`src/hw/fds_regs.svh`:
```
`ifndef FDS_REGS_SVH
`define FDS_REGS_SVH

// Link frame geometry
`define FDS_FRAME_BITS 288
`define FDS_CMD_MSB 287
`define FDS_CMD_LSB 276

// Command codes carried in the top twelve frame bits
`define FDS_CMD_CONFIG 12'h000
`define FDS_CMD_FAULT_CLEAR 12'ha53
`define FDS_CMD_SHORT_CHECK 12'ha56
`define FDS_CMD_STATUS_READ 12'ha5b

// Configuration bits inside a config frame
`define FDS_CFG_CUR_BIT 0
`define FDS_CFG_TIME_BIT 1

// Short check result codes
`define FDS_CODE_NONE 3'h0
`define FDS_CODE_PASS 3'h3
`define FDS_CODE_FAIL 3'h6

// Status word layout, low bits of the shift register
`define FDS_ST_RESULT_LSB 0
`define FDS_ST_CODE_LSB 24
`define FDS_ST_REF_SHORT_BIT 27
`define FDS_ST_REF_OPEN_BIT 28
`define FDS_ST_WARN_BIT 29
`define FDS_ST_THERM_BIT 30
`define FDS_ST_WIDTH 34

// Reset values
`define FDS_RESULT_RESET 24'h000000
`define FDS_CODE_RESET 3'h0

// Timing
`define FDS_CLK_MHZ 25
`define FDS_SC_TIME_SHORT_US 10
`define FDS_SC_TIME_LONG_US 20
`define FDS_SC_CYC_SHORT (`FDS_SC_TIME_SHORT_US * `FDS_CLK_MHZ)
`define FDS_SC_CYC_LONG (`FDS_SC_TIME_LONG_US * `FDS_CLK_MHZ)
`define FDS_HOST_PHASE_CYC 4

// Host register offsets
`define FDS_REG_CMD 8'h00
`define FDS_REG_STATUS 8'h04
`define FDS_REG_RD_LO 8'h08
`define FDS_REG_RD_HI 8'h0c

`endif

```
`src/hw/fds_pkg.sv`:
```
package fds_pkg;
   // Device short check sequencer
   typedef enum logic [1:0] {
      FDS_SC_IDLE = 2'b00,
      FDS_SC_RUN = 2'b01,
      FDS_SC_LATCH = 2'b11
   } fds_sc_state_t;

   // Host frame sequencer
   typedef enum logic [1:0] {
      FDS_H_IDLE = 2'b00,
      FDS_H_LOW = 2'b01,
      FDS_H_HIGH = 2'b11,
      FDS_H_LATCH = 2'b10
   } fds_host_state_t;
endpackage

```
`src/hw/fds_if.sv`:
```
`timescale 1ns/1ps
interface fds_if;
   logic sck;      // Shift clock, host driven
   logic sdi;      // Data into device
   logic sdo;      // Data out of device
   logic latch;    // Frame latch, host driven
   logic err_o;    // Device fault pulldown level
   logic err_oe_n; // Low while device pulls the line
   logic err_n;    // Resolved open-drain line with pullup

   // Open drain: released line floats high
   assign err_n = err_oe_n ? 1'b1 : err_o;

   modport device (input sck, input sdi, input latch, output sdo, output err_o, output err_oe_n);
   modport host (output sck, output sdi, output latch, input sdo, input err_n);
endinterface

```
`src/hw/fds_device.sv`:
```
// The placing of the registers and the AHB-Lite register port are this design's own decisions.
`timescale 1ns/1ps
`include "fds_regs.svh"
module fds_device (
   input wire logic hclk,
   input wire logic hresetn,
   fds_if.device link,
   input wire logic [23:0] short_detect,
   input wire logic reference_current_pin_low,
   input wire logic reference_current_pin_high,
   input wire logic thermal_warn,
   input wire logic thermal_shutdown,
   output logic outputs_enable,
   output logic current_default,
   output logic short_test_active,
   output logic short_test_current_sel
);
   // Two-stage synchronisers for every pin and analog indication
   logic [2:0] link_meta;   // sck, sdi, latch first stage
   logic [2:0] link_sync;   // Second stage
   logic sck_prev;          // Edge detector on synced sck
   logic latch_prev;        // Edge detector on synced latch
   logic [27:0] ind_meta;   // Short vector plus four indications
   logic [27:0] ind_sync;
   logic [`FDS_FRAME_BITS-1:0] shift_reg; // Common shift register
   logic short_check_current_sel;  // Test current select
   logic short_check_time_sel;     // Detection interval select
   logic [2:0] short_check_result_code;
   logic [23:0] adjacent_short_result;
   logic ref_short_flag;
   logic ref_open_flag;
   logic thermal_warning_flag;
   logic thermal_error_flag;
   fds_pkg::fds_sc_state_t sc_state;
   logic [9:0] sc_timer;    // Counts the detection interval
   logic sck_rise;
   logic latch_rise;
   logic [11:0] cmd_code;
   logic cmd_clear;
   logic cmd_check;
   logic cmd_read;
   logic cmd_config;
   logic [23:0] short_now;  // Synced comparator vector
   logic open_now;
   logic short_ref_now;
   logic warn_now;
   logic therm_now;
   logic fault_any;

   // Pack the status word that a read or clear command shifts out
   function automatic logic [`FDS_ST_WIDTH-1:0] status_word(
      input logic [23:0] res,
      input logic [2:0] code,
      input logic rs,
      input logic ro,
      input logic tw,
      input logic te
   );
      logic [`FDS_ST_WIDTH-1:0] w;
      w = '0;
      w[`FDS_ST_RESULT_LSB +: 24] = res;
      w[`FDS_ST_CODE_LSB +: 3] = code;
      w[`FDS_ST_REF_SHORT_BIT] = rs;
      w[`FDS_ST_REF_OPEN_BIT] = ro;
      w[`FDS_ST_WARN_BIT] = tw;
      w[`FDS_ST_THERM_BIT] = te;
      return w;
   endfunction

   // Link pin synchroniser
   always_ff @(posedge hclk or negedge hresetn) begin
      if (!hresetn) begin
         link_meta <= 3'h0;
         link_sync <= 3'h0;
         sck_prev <= 1'b0;
         latch_prev <= 1'b0;
      end else begin
         link_meta <= {link.latch, link.sdi, link.sck};
         link_sync <= link_meta;
         sck_prev <= link_sync[0];
         latch_prev <= link_sync[2];
      end
   end

   // Indication synchroniser, analog comparators are asynchronous
   always_ff @(posedge hclk or negedge hresetn) begin
      if (!hresetn) begin
         ind_meta <= 28'h0000000;
         ind_sync <= 28'h0000000;
      end else begin
         ind_meta <= {thermal_shutdown, thermal_warn, reference_current_pin_high, reference_current_pin_low, short_detect};
         ind_sync <= ind_meta;
      end
   end

   assign short_now = ind_sync[23:0];
   // Open only when not also above the short threshold
   assign open_now = ind_sync[24] & ~ind_sync[25];
   assign short_ref_now = ind_sync[25];
   assign warn_now = ind_sync[26];
   assign therm_now = ind_sync[27];

   assign sck_rise = link_sync[0] & ~sck_prev;
   assign latch_rise = link_sync[2] & ~latch_prev;
   assign cmd_code = shift_reg[`FDS_CMD_MSB:`FDS_CMD_LSB];
   assign cmd_clear = latch_rise && (cmd_code == `FDS_CMD_FAULT_CLEAR);
   assign cmd_check = latch_rise && (cmd_code == `FDS_CMD_SHORT_CHECK);
   assign cmd_read = latch_rise && (cmd_code == `FDS_CMD_STATUS_READ);
   assign cmd_config = latch_rise && (cmd_code == `FDS_CMD_CONFIG);

   // Shift register keeps running in every thermal state
   always_ff @(posedge hclk or negedge hresetn) begin
      if (!hresetn) begin
         shift_reg <= '0;
         link.sdo <= 1'b0;
      end else begin
         if (cmd_clear || cmd_read) begin
            // Status snapshot taken before the clear acts
            shift_reg <= {{(`FDS_FRAME_BITS-`FDS_ST_WIDTH){1'b0}},
               status_word(adjacent_short_result, short_check_result_code,
               ref_short_flag, ref_open_flag, thermal_warning_flag,
               thermal_error_flag)};
         end else if (sck_rise) begin
            shift_reg <= {shift_reg[`FDS_FRAME_BITS-2:0], link_sync[1]};
         end
         link.sdo <= shift_reg[`FDS_FRAME_BITS-1];
      end
   end

   // Configuration frame loads the two check settings
   always_ff @(posedge hclk or negedge hresetn) begin
      if (!hresetn) begin
         short_check_current_sel <= 1'b0;
         short_check_time_sel <= 1'b0;
      end else if (cmd_config) begin
         short_check_current_sel <= shift_reg[`FDS_CFG_CUR_BIT];
         short_check_time_sel <= shift_reg[`FDS_CFG_TIME_BIT];
      end
   end

   // Short check sequencer, a new command during a check is ignored
   always_ff @(posedge hclk or negedge hresetn) begin
      if (!hresetn) begin
         sc_state <= fds_pkg::FDS_SC_IDLE;
         sc_timer <= 10'h000;
      end else begin
         unique case (sc_state)
            fds_pkg::FDS_SC_IDLE: begin
               if (cmd_check) begin
                  sc_state <= fds_pkg::FDS_SC_RUN;
                  sc_timer <= short_check_time_sel ? 10'(`FDS_SC_CYC_LONG - 1)
                     : 10'(`FDS_SC_CYC_SHORT - 1);
               end
            end
            fds_pkg::FDS_SC_RUN: begin
               if (sc_timer == 10'h000) begin
                  sc_state <= fds_pkg::FDS_SC_LATCH;
               end else begin
                  sc_timer <= sc_timer - 10'h001;
               end
            end
            fds_pkg::FDS_SC_LATCH: begin
               sc_state <= fds_pkg::FDS_SC_IDLE;
            end
         endcase
      end
   end

   // Result code and vector; a latch in the clear cycle wins
   always_ff @(posedge hclk or negedge hresetn) begin
      if (!hresetn) begin
         short_check_result_code <= `FDS_CODE_RESET;
         adjacent_short_result <= `FDS_RESULT_RESET;
      end else if (sc_state == fds_pkg::FDS_SC_LATCH) begin
         if (short_now == 24'h000000) begin
            short_check_result_code <= `FDS_CODE_PASS;
         end else begin
            short_check_result_code <= `FDS_CODE_FAIL;
         end
         // Bit i is output i of the fixed red, pin, blue order
         adjacent_short_result <= short_now;
      end else if (cmd_clear && short_now == 24'h000000) begin
         // Fail code held until the short is gone
         short_check_result_code <= `FDS_CODE_NONE;
         adjacent_short_result <= `FDS_RESULT_RESET;
      end
   end

   // Reference flags: set wins over a clear in the same cycle
   always_ff @(posedge hclk or negedge hresetn) begin
      if (!hresetn) begin
         ref_short_flag <= 1'b0;
         ref_open_flag <= 1'b0;
      end else begin
         if (short_ref_now) begin
            ref_short_flag <= 1'b1;
         end else if (cmd_clear) begin
            ref_short_flag <= 1'b0;
         end
         if (open_now) begin
            ref_open_flag <= 1'b1;
         end else if (cmd_clear) begin
            ref_open_flag <= 1'b0;
         end
      end
   end

   // Thermal flags, cleared only by the clear command once cool
   always_ff @(posedge hclk or negedge hresetn) begin
      if (!hresetn) begin
         thermal_warning_flag <= 1'b0;
         thermal_error_flag <= 1'b0;
      end else begin
         if (warn_now) begin
            thermal_warning_flag <= 1'b1;
         end else if (cmd_clear) begin
            thermal_warning_flag <= 1'b0;
         end
         if (therm_now) begin
            thermal_error_flag <= 1'b1;
         end else if (cmd_clear) begin
            thermal_error_flag <= 1'b0;
         end
      end
   end

   // Analog side controls, registered
   always_ff @(posedge hclk or negedge hresetn) begin
      if (!hresetn) begin
         outputs_enable <= 1'b0;
         current_default <= 1'b0;
         short_test_active <= 1'b0;
         short_test_current_sel <= 1'b0;
      end else begin
         // Follows the live condition, not the latched flag
         outputs_enable <= ~therm_now;
         // Returns to programmed current as soon as the fault goes
         current_default <= open_now | short_ref_now;
         short_test_active <= (sc_state == fds_pkg::FDS_SC_RUN);
         short_test_current_sel <= short_check_current_sel;
      end
   end

   // Fault pulldown straight from the latched flags, no extra delay
   assign fault_any = (short_check_result_code == `FDS_CODE_FAIL) | ref_short_flag
      | ref_open_flag | thermal_warning_flag | thermal_error_flag;
   assign link.err_o = 1'b0;
   assign link.err_oe_n = ~fault_any;
endmodule

```
`src/flat_wrapper.sv`:
```
// flat-port wrapper written by rule: the top's interface ports become plain ports
module fds_device_flat 
  (hclk, hresetn, short_detect, reference_current_pin_low, reference_current_pin_high, thermal_warn, thermal_shutdown, outputs_enable, current_default, short_test_active, short_test_current_sel, link_sck, link_sdi, link_latch, link_sdo, link_err_o, link_err_oe_n);
  fds_if link_i ();
  input wire logic hclk;
  input wire logic hresetn;
  input wire logic [23:0] short_detect;
  input wire logic reference_current_pin_low;
  input wire logic reference_current_pin_high;
  input wire logic thermal_warn;
  input wire logic thermal_shutdown;
  output logic outputs_enable;
  output logic current_default;
  output logic short_test_active;
  output logic short_test_current_sel;
  input wire logic [$bits(link_i.sck)-1:0] link_sck;
  input wire logic [$bits(link_i.sdi)-1:0] link_sdi;
  input wire logic [$bits(link_i.latch)-1:0] link_latch;
  output wire logic [$bits(link_i.sdo)-1:0] link_sdo;
  output wire logic [$bits(link_i.err_o)-1:0] link_err_o;
  output wire logic [$bits(link_i.err_oe_n)-1:0] link_err_oe_n;
  assign link_i.sck = link_sck;
  assign link_i.sdi = link_sdi;
  assign link_i.latch = link_latch;
  assign link_sdo = link_i.sdo;
  assign link_err_o = link_i.err_o;
  assign link_err_oe_n = link_i.err_oe_n;
  fds_device u_core (.hclk(hclk), .hresetn(hresetn), .link(link_i), .short_detect(short_detect), .reference_current_pin_low(reference_current_pin_low), .reference_current_pin_high(reference_current_pin_high), .thermal_warn(thermal_warn), .thermal_shutdown(thermal_shutdown), .outputs_enable(outputs_enable), .current_default(current_default), .short_test_active(short_test_active), .short_test_current_sel(short_test_current_sel));
endmodule
```
`config.mk`:
```
export PLATFORM = sky130hd
export DESIGN_NAME = fds_device_flat
export DESIGN_NICKNAME = d
export VERILOG_FILES = /design/src/hw/fds_pkg.sv /design/src/hw/fds_if.sv /design/src/hw/fds_device.sv /design/src/flat_wrapper.sv
export VERILOG_INCLUDE_DIRS = /design/src /design/src/hw
export SDC_FILE = /design/constraint.sdc
export NUM_CORES = 1
export LEC_CHECK = 0
export BUFFER_PORTS_ARGS = -buffer_cell sky130_fd_sc_hd__buf_2
export CORE_MARGIN = 2
export CORE_UTILIZATION = 65
export DETAILED_ROUTE_END_ITERATION = 10
export HOLD_SLACK_MARGIN = 0.15
export PLACE_DENSITY = 0.92
export SYNTH_ARGS = -nofsm -noshare
export SYNTH_HDL_FRONTEND = slang
export SYNTH_SLANG_ARGS = --single-unit
```
`constraint.sdc`:
```
create_clock -name hclk -period 5.05 [get_ports hclk]
set_input_delay 0.505 -clock hclk [delete_from_list [all_inputs] [get_ports hclk]]
set_output_delay 0.505 -clock hclk [all_outputs]
set_load 0.01 [all_outputs]
```
# After elaboration in Yosys (flattened, before gate mapping)

Cells that the tools add are included.

Bitwise logic cells: 13
Add/subtract/negate cells: 1
Equal/unequal tests: 9
Mux-type cells: 19
Reductions and logical operators: 19

Operators with widths:

| cell                                                | count |
|---|---|
| two-way mux 288 bit                                 | 2 |
| two-way mux 24 bit                                  | 2 |
| == test 12 bit (second input constant)              | 3 |
| logical NOT 24 bit                                  | 1 |
| two-way mux 10 bit                                  | 2 |
| case mux 10 bit (2 select lines)                    | 1 |
| nonzero test 2 bit                                  | 7 |
| logical NOT 12 bit                                  | 1 |
| logical NOT 10 bit                                  | 1 |
| subtractor 10 x 1 -> 10 bit (second input constant) | 1 |
| two-way mux 3 bit                                   | 3 |
| two-way mux 9 bit                                   | 1 |
| case mux 2 bit (3 select lines)                     | 1 |
| logical AND 1 bit                                   | 5 |
| two-way mux 1 bit                                   | 5 |
| NOT 1 bit                                           | 5 |
| OR 1 bit                                            | 5 |
| two-way mux 2 bit                                   | 2 |
| != test 2 x 1 -> 1 bit (second input constant)      | 2 |
| AND 1 bit                                           | 3 |
| == test 3 bit (second input constant)               | 1 |
| AND reduction 3 bit                                 | 1 |
| == test 2 x 1 -> 1 bit (second input constant)      | 1 |
| == test 2 bit (second input constant)               | 1 |
| other kinds (4)                                     | 4 |

Output and inout bits: 7
Input bits: 33
Bits in registers: 402
Word-level logic and storage cells: 83

# Depth between registers and ports, before layout

Gate-level depths: netlist of the first run.

Word-level depth: 6
Gate-level depth with buffers: 7

# Worst setup path after synthesis of the first run

OpenSTA, ideal clock, no wires.

Path type: register to register
From: register u_core.shift_reg[281]
To: register u_core.short_check_result_code[1]
Required time: 4.908 ns
Clock period less this slack: 2.092 ns
Cell stages (with the launch flop): 8
Slack: 2.958 ns
Library setup time: 0.142 ns
Data arrival time: 1.950 ns
Cells stage by stage: dfrtp_1 > or4_4 > nor4_2 > nand3b_1 > buf_2 > nor4_4 > buf_6 > o21ai_0

Longest elaborated chain between the ends: 4

RTL lines:

| item                         | line              | text |
|---|---|---|
| start, declared              | fds_device.sv:25  | `` logic [`FDS_FRAME_BITS-1:0] shift_reg; `` |
| start signal, assigned       | fds_device.sv:119 | `` shift_reg <= {{(`FDS_FRAME_BITS-`FDS_ST_WIDTH){1'b0}}, `` |
| start signal, assigned       | fds_device.sv:124 | `` shift_reg <= {shift_reg[`FDS_FRAME_BITS-2:0], link_sync[1]}; `` |
| == test 12 bit (no line)     | n/a               |  |
| logical AND 1 bit            | fds_device.sv:106 | `` assign cmd_clear = latch_rise && (cmd_code == `FDS_CMD_FAULT_CLEAR); `` |
| logical AND 1 bit            | fds_device.sv:182 | `end else if (cmd_clear && short_now == 24'h000000) begin` |
| nonzero test 2 bit (no line) | n/a               |  |
| end signal, assigned         | fds_device.sv:176 | `` short_check_result_code <= `FDS_CODE_PASS; `` |
| end signal, assigned         | fds_device.sv:178 | `` short_check_result_code <= `FDS_CODE_FAIL; `` |
| end signal, assigned         | fds_device.sv:184 | `` short_check_result_code <= `FDS_CODE_NONE; `` |
| end, declared                | fds_device.sv:28  | `logic [2:0] short_check_result_code;` |

No other way between the ends.
A chain may end at the register's enable or synchronous reset.

# Worst setup path after layout of the first run

From: register u_core.shift_reg[281]
To: register u_core.adjacent_short_result[16]

Longest elaborated chain between the ends: 4

RTL lines:

| item                         | line              | text |
|---|---|---|
| == test 12 bit (no line)     | n/a               |  |
| logical AND 1 bit            | fds_device.sv:106 |  |
| logical AND 1 bit            | fds_device.sv:182 |  |
| nonzero test 2 bit (no line) | n/a               |  |
| end signal, assigned         | fds_device.sv:173 | `` adjacent_short_result <= `FDS_RESULT_RESET; `` |
| end signal, assigned         | fds_device.sv:181 | `adjacent_short_result <= short_now;` |
| end signal, assigned         | fds_device.sv:185 | `` adjacent_short_result <= `FDS_RESULT_RESET; `` |
| end, declared                | fds_device.sv:29  | `logic [23:0] adjacent_short_result;` |

No other way between the ends.

==> flow_metrics.py, run 1 <==
metrics = {
    "drt": {
        "drt_first_pass_iters": 7,
        "vias": 11490,
        "drt_iter0_drc": 1427,
        "finalWirelength_um": 33760,
        "vias_per_cell": 5.906,
        "routedWlPerCell_um": 17.36,
        "drc": 0,
        "drtAntennaViolNets": 0,
    },
    "floorplan": {
        "num_rows": 56,
        "fp.dieH_um": 157.3,
        "start_util_pct": 65.66,
        "core_um2": 23260,
        "die_x_um": 157.3,
        "die-area_um2": 24740,
        "ios": 40,
    },
    "clocking": {
        "cts_buffers": 40,
        "numClockSinks": 402,
        "clockRootBuffer": "clkbuf_16",
        "htree_levels": 2,
        "clk_latency_ns": 0.55,
        "cts.reportedPaths.clkPinSlew_ns": 0.08,
        "cts_tree": "done",
        "clock_path_buffers": 3,
    },
    "sta": {
        "rsz0062_at_grt": "no",
        "slew_viol_final": 0,
        "whs_ns": 0.3232,
        "fin_crit_sh_pct": 62.75,
        "setup_viol": 0,
        "tightest_slew_ns": 1.217,
        "setup_ws_ns": 1.881,
        "max_freq_mhz": 315.6,
        "finalHoldViolCount": 0,
        "fin_tns_setup_ns": 0,
        "skew_ns": 0.03209,
        "min_period_ns": 3.169,
        "relSlewSlack_pct": 18.24,
    },
    "finish": {
        "multi_input_area_um2": 4705,
        "fillers": 1373,
        "nets": 1630,
        "layout_commonest_cell": "nand2_1",
        "regArea_um2": 10060,
        "n_antenna_cell": 0,
        "synthToLayoutAreaGrowth_pct": 13.53,
        "largest_register_ffs": 288,
        "layout_common_cells": "nand2_1 (634), dfrtp_1 (402), a21oi_1 (262)",
        "drive_gt1_share_pct": 8.057,
    },
    "synth": {
        "yosys-mux-area-fraction_pct": 0.2130,
        "synth_cell_types": 45,
        "synth_simple_gate_area_share_pct": 18.74,
        "synth_compound_area_share_pct": 11.44,
        "synth_nets": 1615,
        "synthAdderAreaFrac_pct": 0.08191,
        "avgSynthCellArea_um2": 9.661,
        "synth_area_um2": 15270,
        "ys_seq_elements": 402,
        "yosysWarnings": 0,
        "synth-seq-area-share_pct": 65.86,
        "synth_ff_type": "dfrtp_1",
        "synth_top_family_by_area": "simple AND/OR/NAND/NOR gates",
        "synth_edf_count": 0,
        "syn_inst": 1581,
        "synth_xor_area_share_pct": 0.1720,
        "synth-async-reset-ratio_pct": 100.0,
    },
    "critical_path": {
        "cp_max_fo": 26,
        "cp_slowest_cell": "nor4_4",
        "critPathMaxStageDelay_ns": 0.95,
        "critPathLaunchType": "register",
        "crit_type": "reg -> reg",
        "cp_data_arrival_time_ns": 3.48,
        "crit_chain": "or4_4, nor4_2, nand3b_1, nor4_4, o21ai_0",
        "required_ns": 5.36,
        "end_kind": "register",
    },
    "grt": {
        "grt_pass1_wl_um": 55700,
        "grt_usage_pct": 28.27,
        "grt.overflow.total": 0,
        "grt_max_degree": 229,
        "antenna_found_initial": 0,
        "grt_pass1_vias": 11170,
    },
    "outcome": {
        "status": "completed",
    },
    "power_and_ir_drop": {
        "p_total_mw": 6.858,
        "ir_drop_v": 0.0002941,
        "p_leak_nw": 7.826,
        "powerDensity_nw_per_um2": 395.4,
    },
    "placed_design": {
        "finalWeightedCongestion": 0.7552,
        "place_ws_ns": 2.100,
        "hpwlAfterDp_um": 15990,
        "portBuffers": 38,
    },
    "min_path": {
        "min_path_type": "reg -> reg",
    },
    "run": {
        "maxCapViolCount": 0,
    },
}
-- Yosys cell counts (2+ instances only) --
cell type | count | area, um^2
nand3_1 | 2 | 10.01
a21o_1 | 3 | 22.52
buf_1 | 3 | 11.26
nor2b_1 | 2 | 12.51
nand2b_1 | 7 | 43.79
buf_2 | 18 | 90.09
or3_1 | 4 | 25.02
nor2_1 | 39 | 146.4
nor4_1 | 13 | 81.33
mux2_2 | 2 | 22.52
o21ai_0 | 31 | 155.2
a21oi_1 | 262 | 1311
dfrtp_1 | 402 | 10060
a31oi_1 | 31 | 193.9
buf_6 | 3 | 33.78
buf_4 | 11 | 82.58
nand2_1 | 634 | 2380
or4_4 | 2 | 22.52
nor3_1 | 3 | 15.01
inv_1 | 9 | 33.78
xnor2_1 | 2 | 17.52
clkbuf_1 | 74 | 277.8
nand4_1 | 2 | 12.51
-- per-stage QoR --
stage               std cells  util (%)  area (um^2)
floorplan                1581         -        15270
finish                   1945     74.55        17340
global route             1945     74.55        17340
detailed placement       1841     66.85        15550
CTS                      1945     74.55        17340
global placement         1841     66.85        15550
-- where the power goes --
group	switching, mW	leakage [nW]	internal, mW
Sequential	0.0365	5.43	3.28
Combinational	0.161	1.67	0.0582
Clock	1.29	0.723	2.03
-- per-layer routing --
metal  up-vias  GRT usage [%]  routed length (um)
li1       5147              -                   -
met1      5668          38.01               13320
met2       531          45.89               17120
met3       141          5.176                2003
met4         0          12.25                1308
met5         -              0                   0
-- final timing paths --
kind                                       start                               end  slack, ns  cells after the start
hold reg to reg              u_core.ind_meta[23]               u_core.ind_sync[23]       0.32                      0
min in group asynchronous                hresetn               u_core.ind_sync[10]       0.62                      2
max in group asynchronous                hresetn              u_core.shift_reg[83]       3.07                      3
setup reg to reg           u_core.shift_reg[281]  u_core.adjacent_short_result[16]       1.88                      5
setup / recovery           u_core.shift_reg[281]  u_core.adjacent_short_result[16]       1.88                      5
hold / removal               u_core.ind_meta[23]               u_core.ind_sync[23]       0.32                      0
-- cell families (layout without fill, tap and decap cells) --
logic type      Yosys count  count (layout)
mux                       3               3
flops                   402             402
buf+inv                 118             163
compound gates          334             334
xor+xnor                  3               3
fa+ha+maj                 1               1
other cells               1               1
simple gates            719             719
-- repair_timing --
action                    4_1_cts  5_1_grt
buffers inserted                0        0
hold buffers                   32        0
gates resized for setup         0        0
hold endpoints to repair      116        0
-- critical path, delay by kind of cell (launching register included) --
kind	cells	cell delay, ns
compound gates	1	0.48
flops	1	0.40
simple gates	4	2.08
-- layout make-up --
class / count / share of cell area, %
Tap cell: 319 / 2.302
Timing Repair Buffer: 82 / 3.882
Clock buffer: 51 / 6.414
Inverter: 9 / 0.1948
Sequential cell: 402 / 58.01
Clock inverter: 21 / 2.071
Multi-Input combinational cell: 1061 / 27.13
No activity file was read; power rests on OpenSTA's default activity.
==> inputs of run 2 (changes only) <==
--- a/config.mk
+++ b/config.mk
@@ -8,10 +8,10 @@
 export LEC_CHECK = 0
 export BUFFER_PORTS_ARGS = -buffer_cell sky130_fd_sc_hd__buf_2
 export CORE_MARGIN = 2
-export CORE_UTILIZATION = 65
+export CORE_UTILIZATION = 62
 export DETAILED_ROUTE_END_ITERATION = 10
 export HOLD_SLACK_MARGIN = 0.15
-export PLACE_DENSITY = 0.92
+export PLACE_DENSITY = 0.88
 export SYNTH_ARGS = -nofsm -noshare
 export SYNTH_HDL_FRONTEND = slang
 export SYNTH_SLANG_ARGS = --single-unit
==> constraint.sdc (replaced) <==
create_clock -name hclk -period 3.06 [get_ports hclk]
set_input_delay 0.306 -clock hclk [delete_from_list [all_inputs] [get_ports hclk]]
set_output_delay 0.306 -clock hclk [all_outputs]
set_load 0.01 [all_outputs]
==> flow_metrics.py, run 2 (synthesized netlist as in run 1, its figures left out) <==
metrics = {
    "clocking": {
        "cts.reportedPaths.clkPinSlew_ns": 0.07,
        "cts_tree": "done",
        "post_cts_buffers": 0,
        "clockRootBuffer": "clkbuf_16",
        "cts_buffers": 40,
        "numClockSinks": 402,
        "clk_latency_ns": 0.55,
        "clock_path_buffers": 3,
        "htree_levels": 2,
    },
    "finish": {
        "instances_no_fill": 1958,
        "layout_commonest_cell": "nand2_1",
        "layout_common_cells": "nand2_1 (634), dfrtp_1 (402), a21oi_1 (262)",
        "largest_register_ffs": 288,
        "nets": 1639,
        "synthToLayoutAreaGrowth_pct": 13.38,
        "fillers": 1556,
        "final_util_pct": 71.42,
        "drive_gt1_share_pct": 8.267,
    },
    "floorplan": {
        "start_util_pct": 62.99,
        "ios": 40,
        "fp.dieH_um": 161.0,
        "die-area_um2": 25910,
        "die_x_um": 161.0,
        "core_um2": 24250,
        "num_rows": 57,
    },
    "sta": {
        "skew_ns": 0.03992,
        "min_period_ns": 2.476,
        "finalHoldViolCount": 0,
        "relSlewSlack_pct": 28.40,
        "tightest_slew_ns": 1.074,
        "fin_crit_sh_pct": 80.90,
        "whs_ns": 0.3439,
        "slew_viol_final": 0,
        "rsz0062_at_grt": "no",
        "max_freq_mhz": 403.9,
        "setup_viol": 0,
        "fin_tns_setup_ns": 0,
    },
    "critical_path": {
        "end_kind": "register",
        "required_ns": 3.41,
        "cp_max_fo": 26,
        "crit_type": "reg -> reg",
        "critPathLaunchType": "register",
        "r2r_end": "u_core.adjacent_short_result[8]",
        "cp_data_arrival_time_ns": 2.82,
        "worstReg2RegStart": "u_core.shift_reg[281]",
        "reg2reg_depth": 6,
        "reg2reg_slack_ns": 0.58,
    },
    "drt": {
        "drc": 0,
        "drt_iter0_drc": 1218,
        "vias_per_cell": 5.829,
        "drtAntennaViolNets": 0,
        "finalWirelength_um": 32890,
        "vias": 11410,
        "routedWlPerCell_um": 16.80,
        "drt_first_pass_iters": 10,
    },
    "grt": {
        "antenna_found_initial": 1,
        "grt_usage_pct": 26.45,
        "grt.overflow.total": 0,
        "grt_max_degree": 173,
        "grt_pass1_wl_um": 55830,
        "grt_pass1_vias": 11560,
    },
    "power_and_ir_drop": {
        "ir_drop_v": 0.0004166,
        "pwr-share-clk_pct": 45.5,
        "power_frac_comb_pct": 3.5,
        "internal_power_mw": 8.355,
        "p_sw_mw": 2.367,
        "p_leak_nw": 7.812,
        "p_total_mw": 10.72,
        "sw_frac_of_total_pct": 22.08,
        "powerDensity_nw_per_um2": 619.1,
        "seqPwrFrac_pct": 51.0,
    },
    "outcome": {
        "status": "completed",
    },
    "placed_design": {
        "hpwlAfterDp_um": 16330,
        "finalWeightedCongestion": 0.7791,
        "portBuffers": 38,
        "dp_cells": 1855,
    },
    "run": {
        "maxCapViolCount": 0,
    },
    "min_path": {
        "whs_path_depth": 0,
        "whs_endpoint": "u_core.link_sync[0]",
        "min_from": "u_core.link_meta[0]",
        "min_path_type": "reg -> reg",
    },
}
==> run 2: through the flow <==
step                      area, um^2  setup slack (ns)
after floorplan                15270            0.9677
after global placement         15700            0.7301
after detailed placement       15700            0.6918
after CTS                      17320            0.6815
after global routing           17320            0.4796
final                          17320            0.5843
==> run 2: final cells by class <==
class	count	area [um^2]	share of cell area [%]
Tap cell	324	405.4	2.341
Timing Repair Buffer	91	815.8	4.711
Inverter	9	33.78	0.1951
Sequential cell	402	10060	58.09
Antenna cell	1	2.502	0.01445
Clock inverter	13	120.1	0.6936
Clock buffer	57	1176	6.791
Multi-Input combinational cell	1061	4705	27.17
==> run 2: how the worst max path moves through the flow <==
stage / start / endpoint / slack (ns) / depth (start not counted)
6_report: u_core.shift_reg[281] / u_core.adjacent_short_result[8] / 0.58 / 6
3_5_place_dp: u_core.shift_reg[281] / u_core.sc_timer[8] / 0.69 / 5
5_1_grt: u_core.shift_reg[281] / u_core.adjacent_short_result[8] / 0.48 / 6
3_3_place_gp: u_core.shift_reg[281] / u_core.sc_timer[8] / 0.73 / 5
4_1_cts: u_core.shift_reg[281] / u_core.sc_timer[8] / 0.68 / 5
2_1_floorplan: u_core.shift_reg[281] / u_core.short_check_result_code[1] / 0.97 / 7
==> run 2: critical path, cell delays in order, from the launching register on <==
cell	delay [ns]
dfrtp_1	0.40
or4_4	0.57
nor4_2	0.34
nand3b_1	0.19
nor4_4	0.17
buf_4	0.32
o21ai_0	0.30
==> run 2: power by group through the flow <==
stage | clock (mW) | sequential [mW] | combinational [mW]
after floorplan | 0 | 5.54 | 0.158
after global placement | 0 | 5.55 | 0.330
after detailed placement | 0 | 5.56 | 0.339
after CTS | 4.87 | 5.46 | 0.377
after global routing | 5.15 | 5.47 | 0.424
final | 4.88 | 5.47 | 0.376
==> run 2: routing by layer <==
layer	vias up	GRT usage, %	share of wire (%)
met2	430	44.17	51
met5	-	0	0
met4	0	14.33	5.4
met1	5683	33.89	39
met3	141	3.796	4.6
li1	5159	-	-
==> run 2: timing repair <==
action	CTS	global route
endpoints found under the setup margin	0	0
hold buffers	32	0
hold endpoints to repair	125	0
resized for setup	0	0
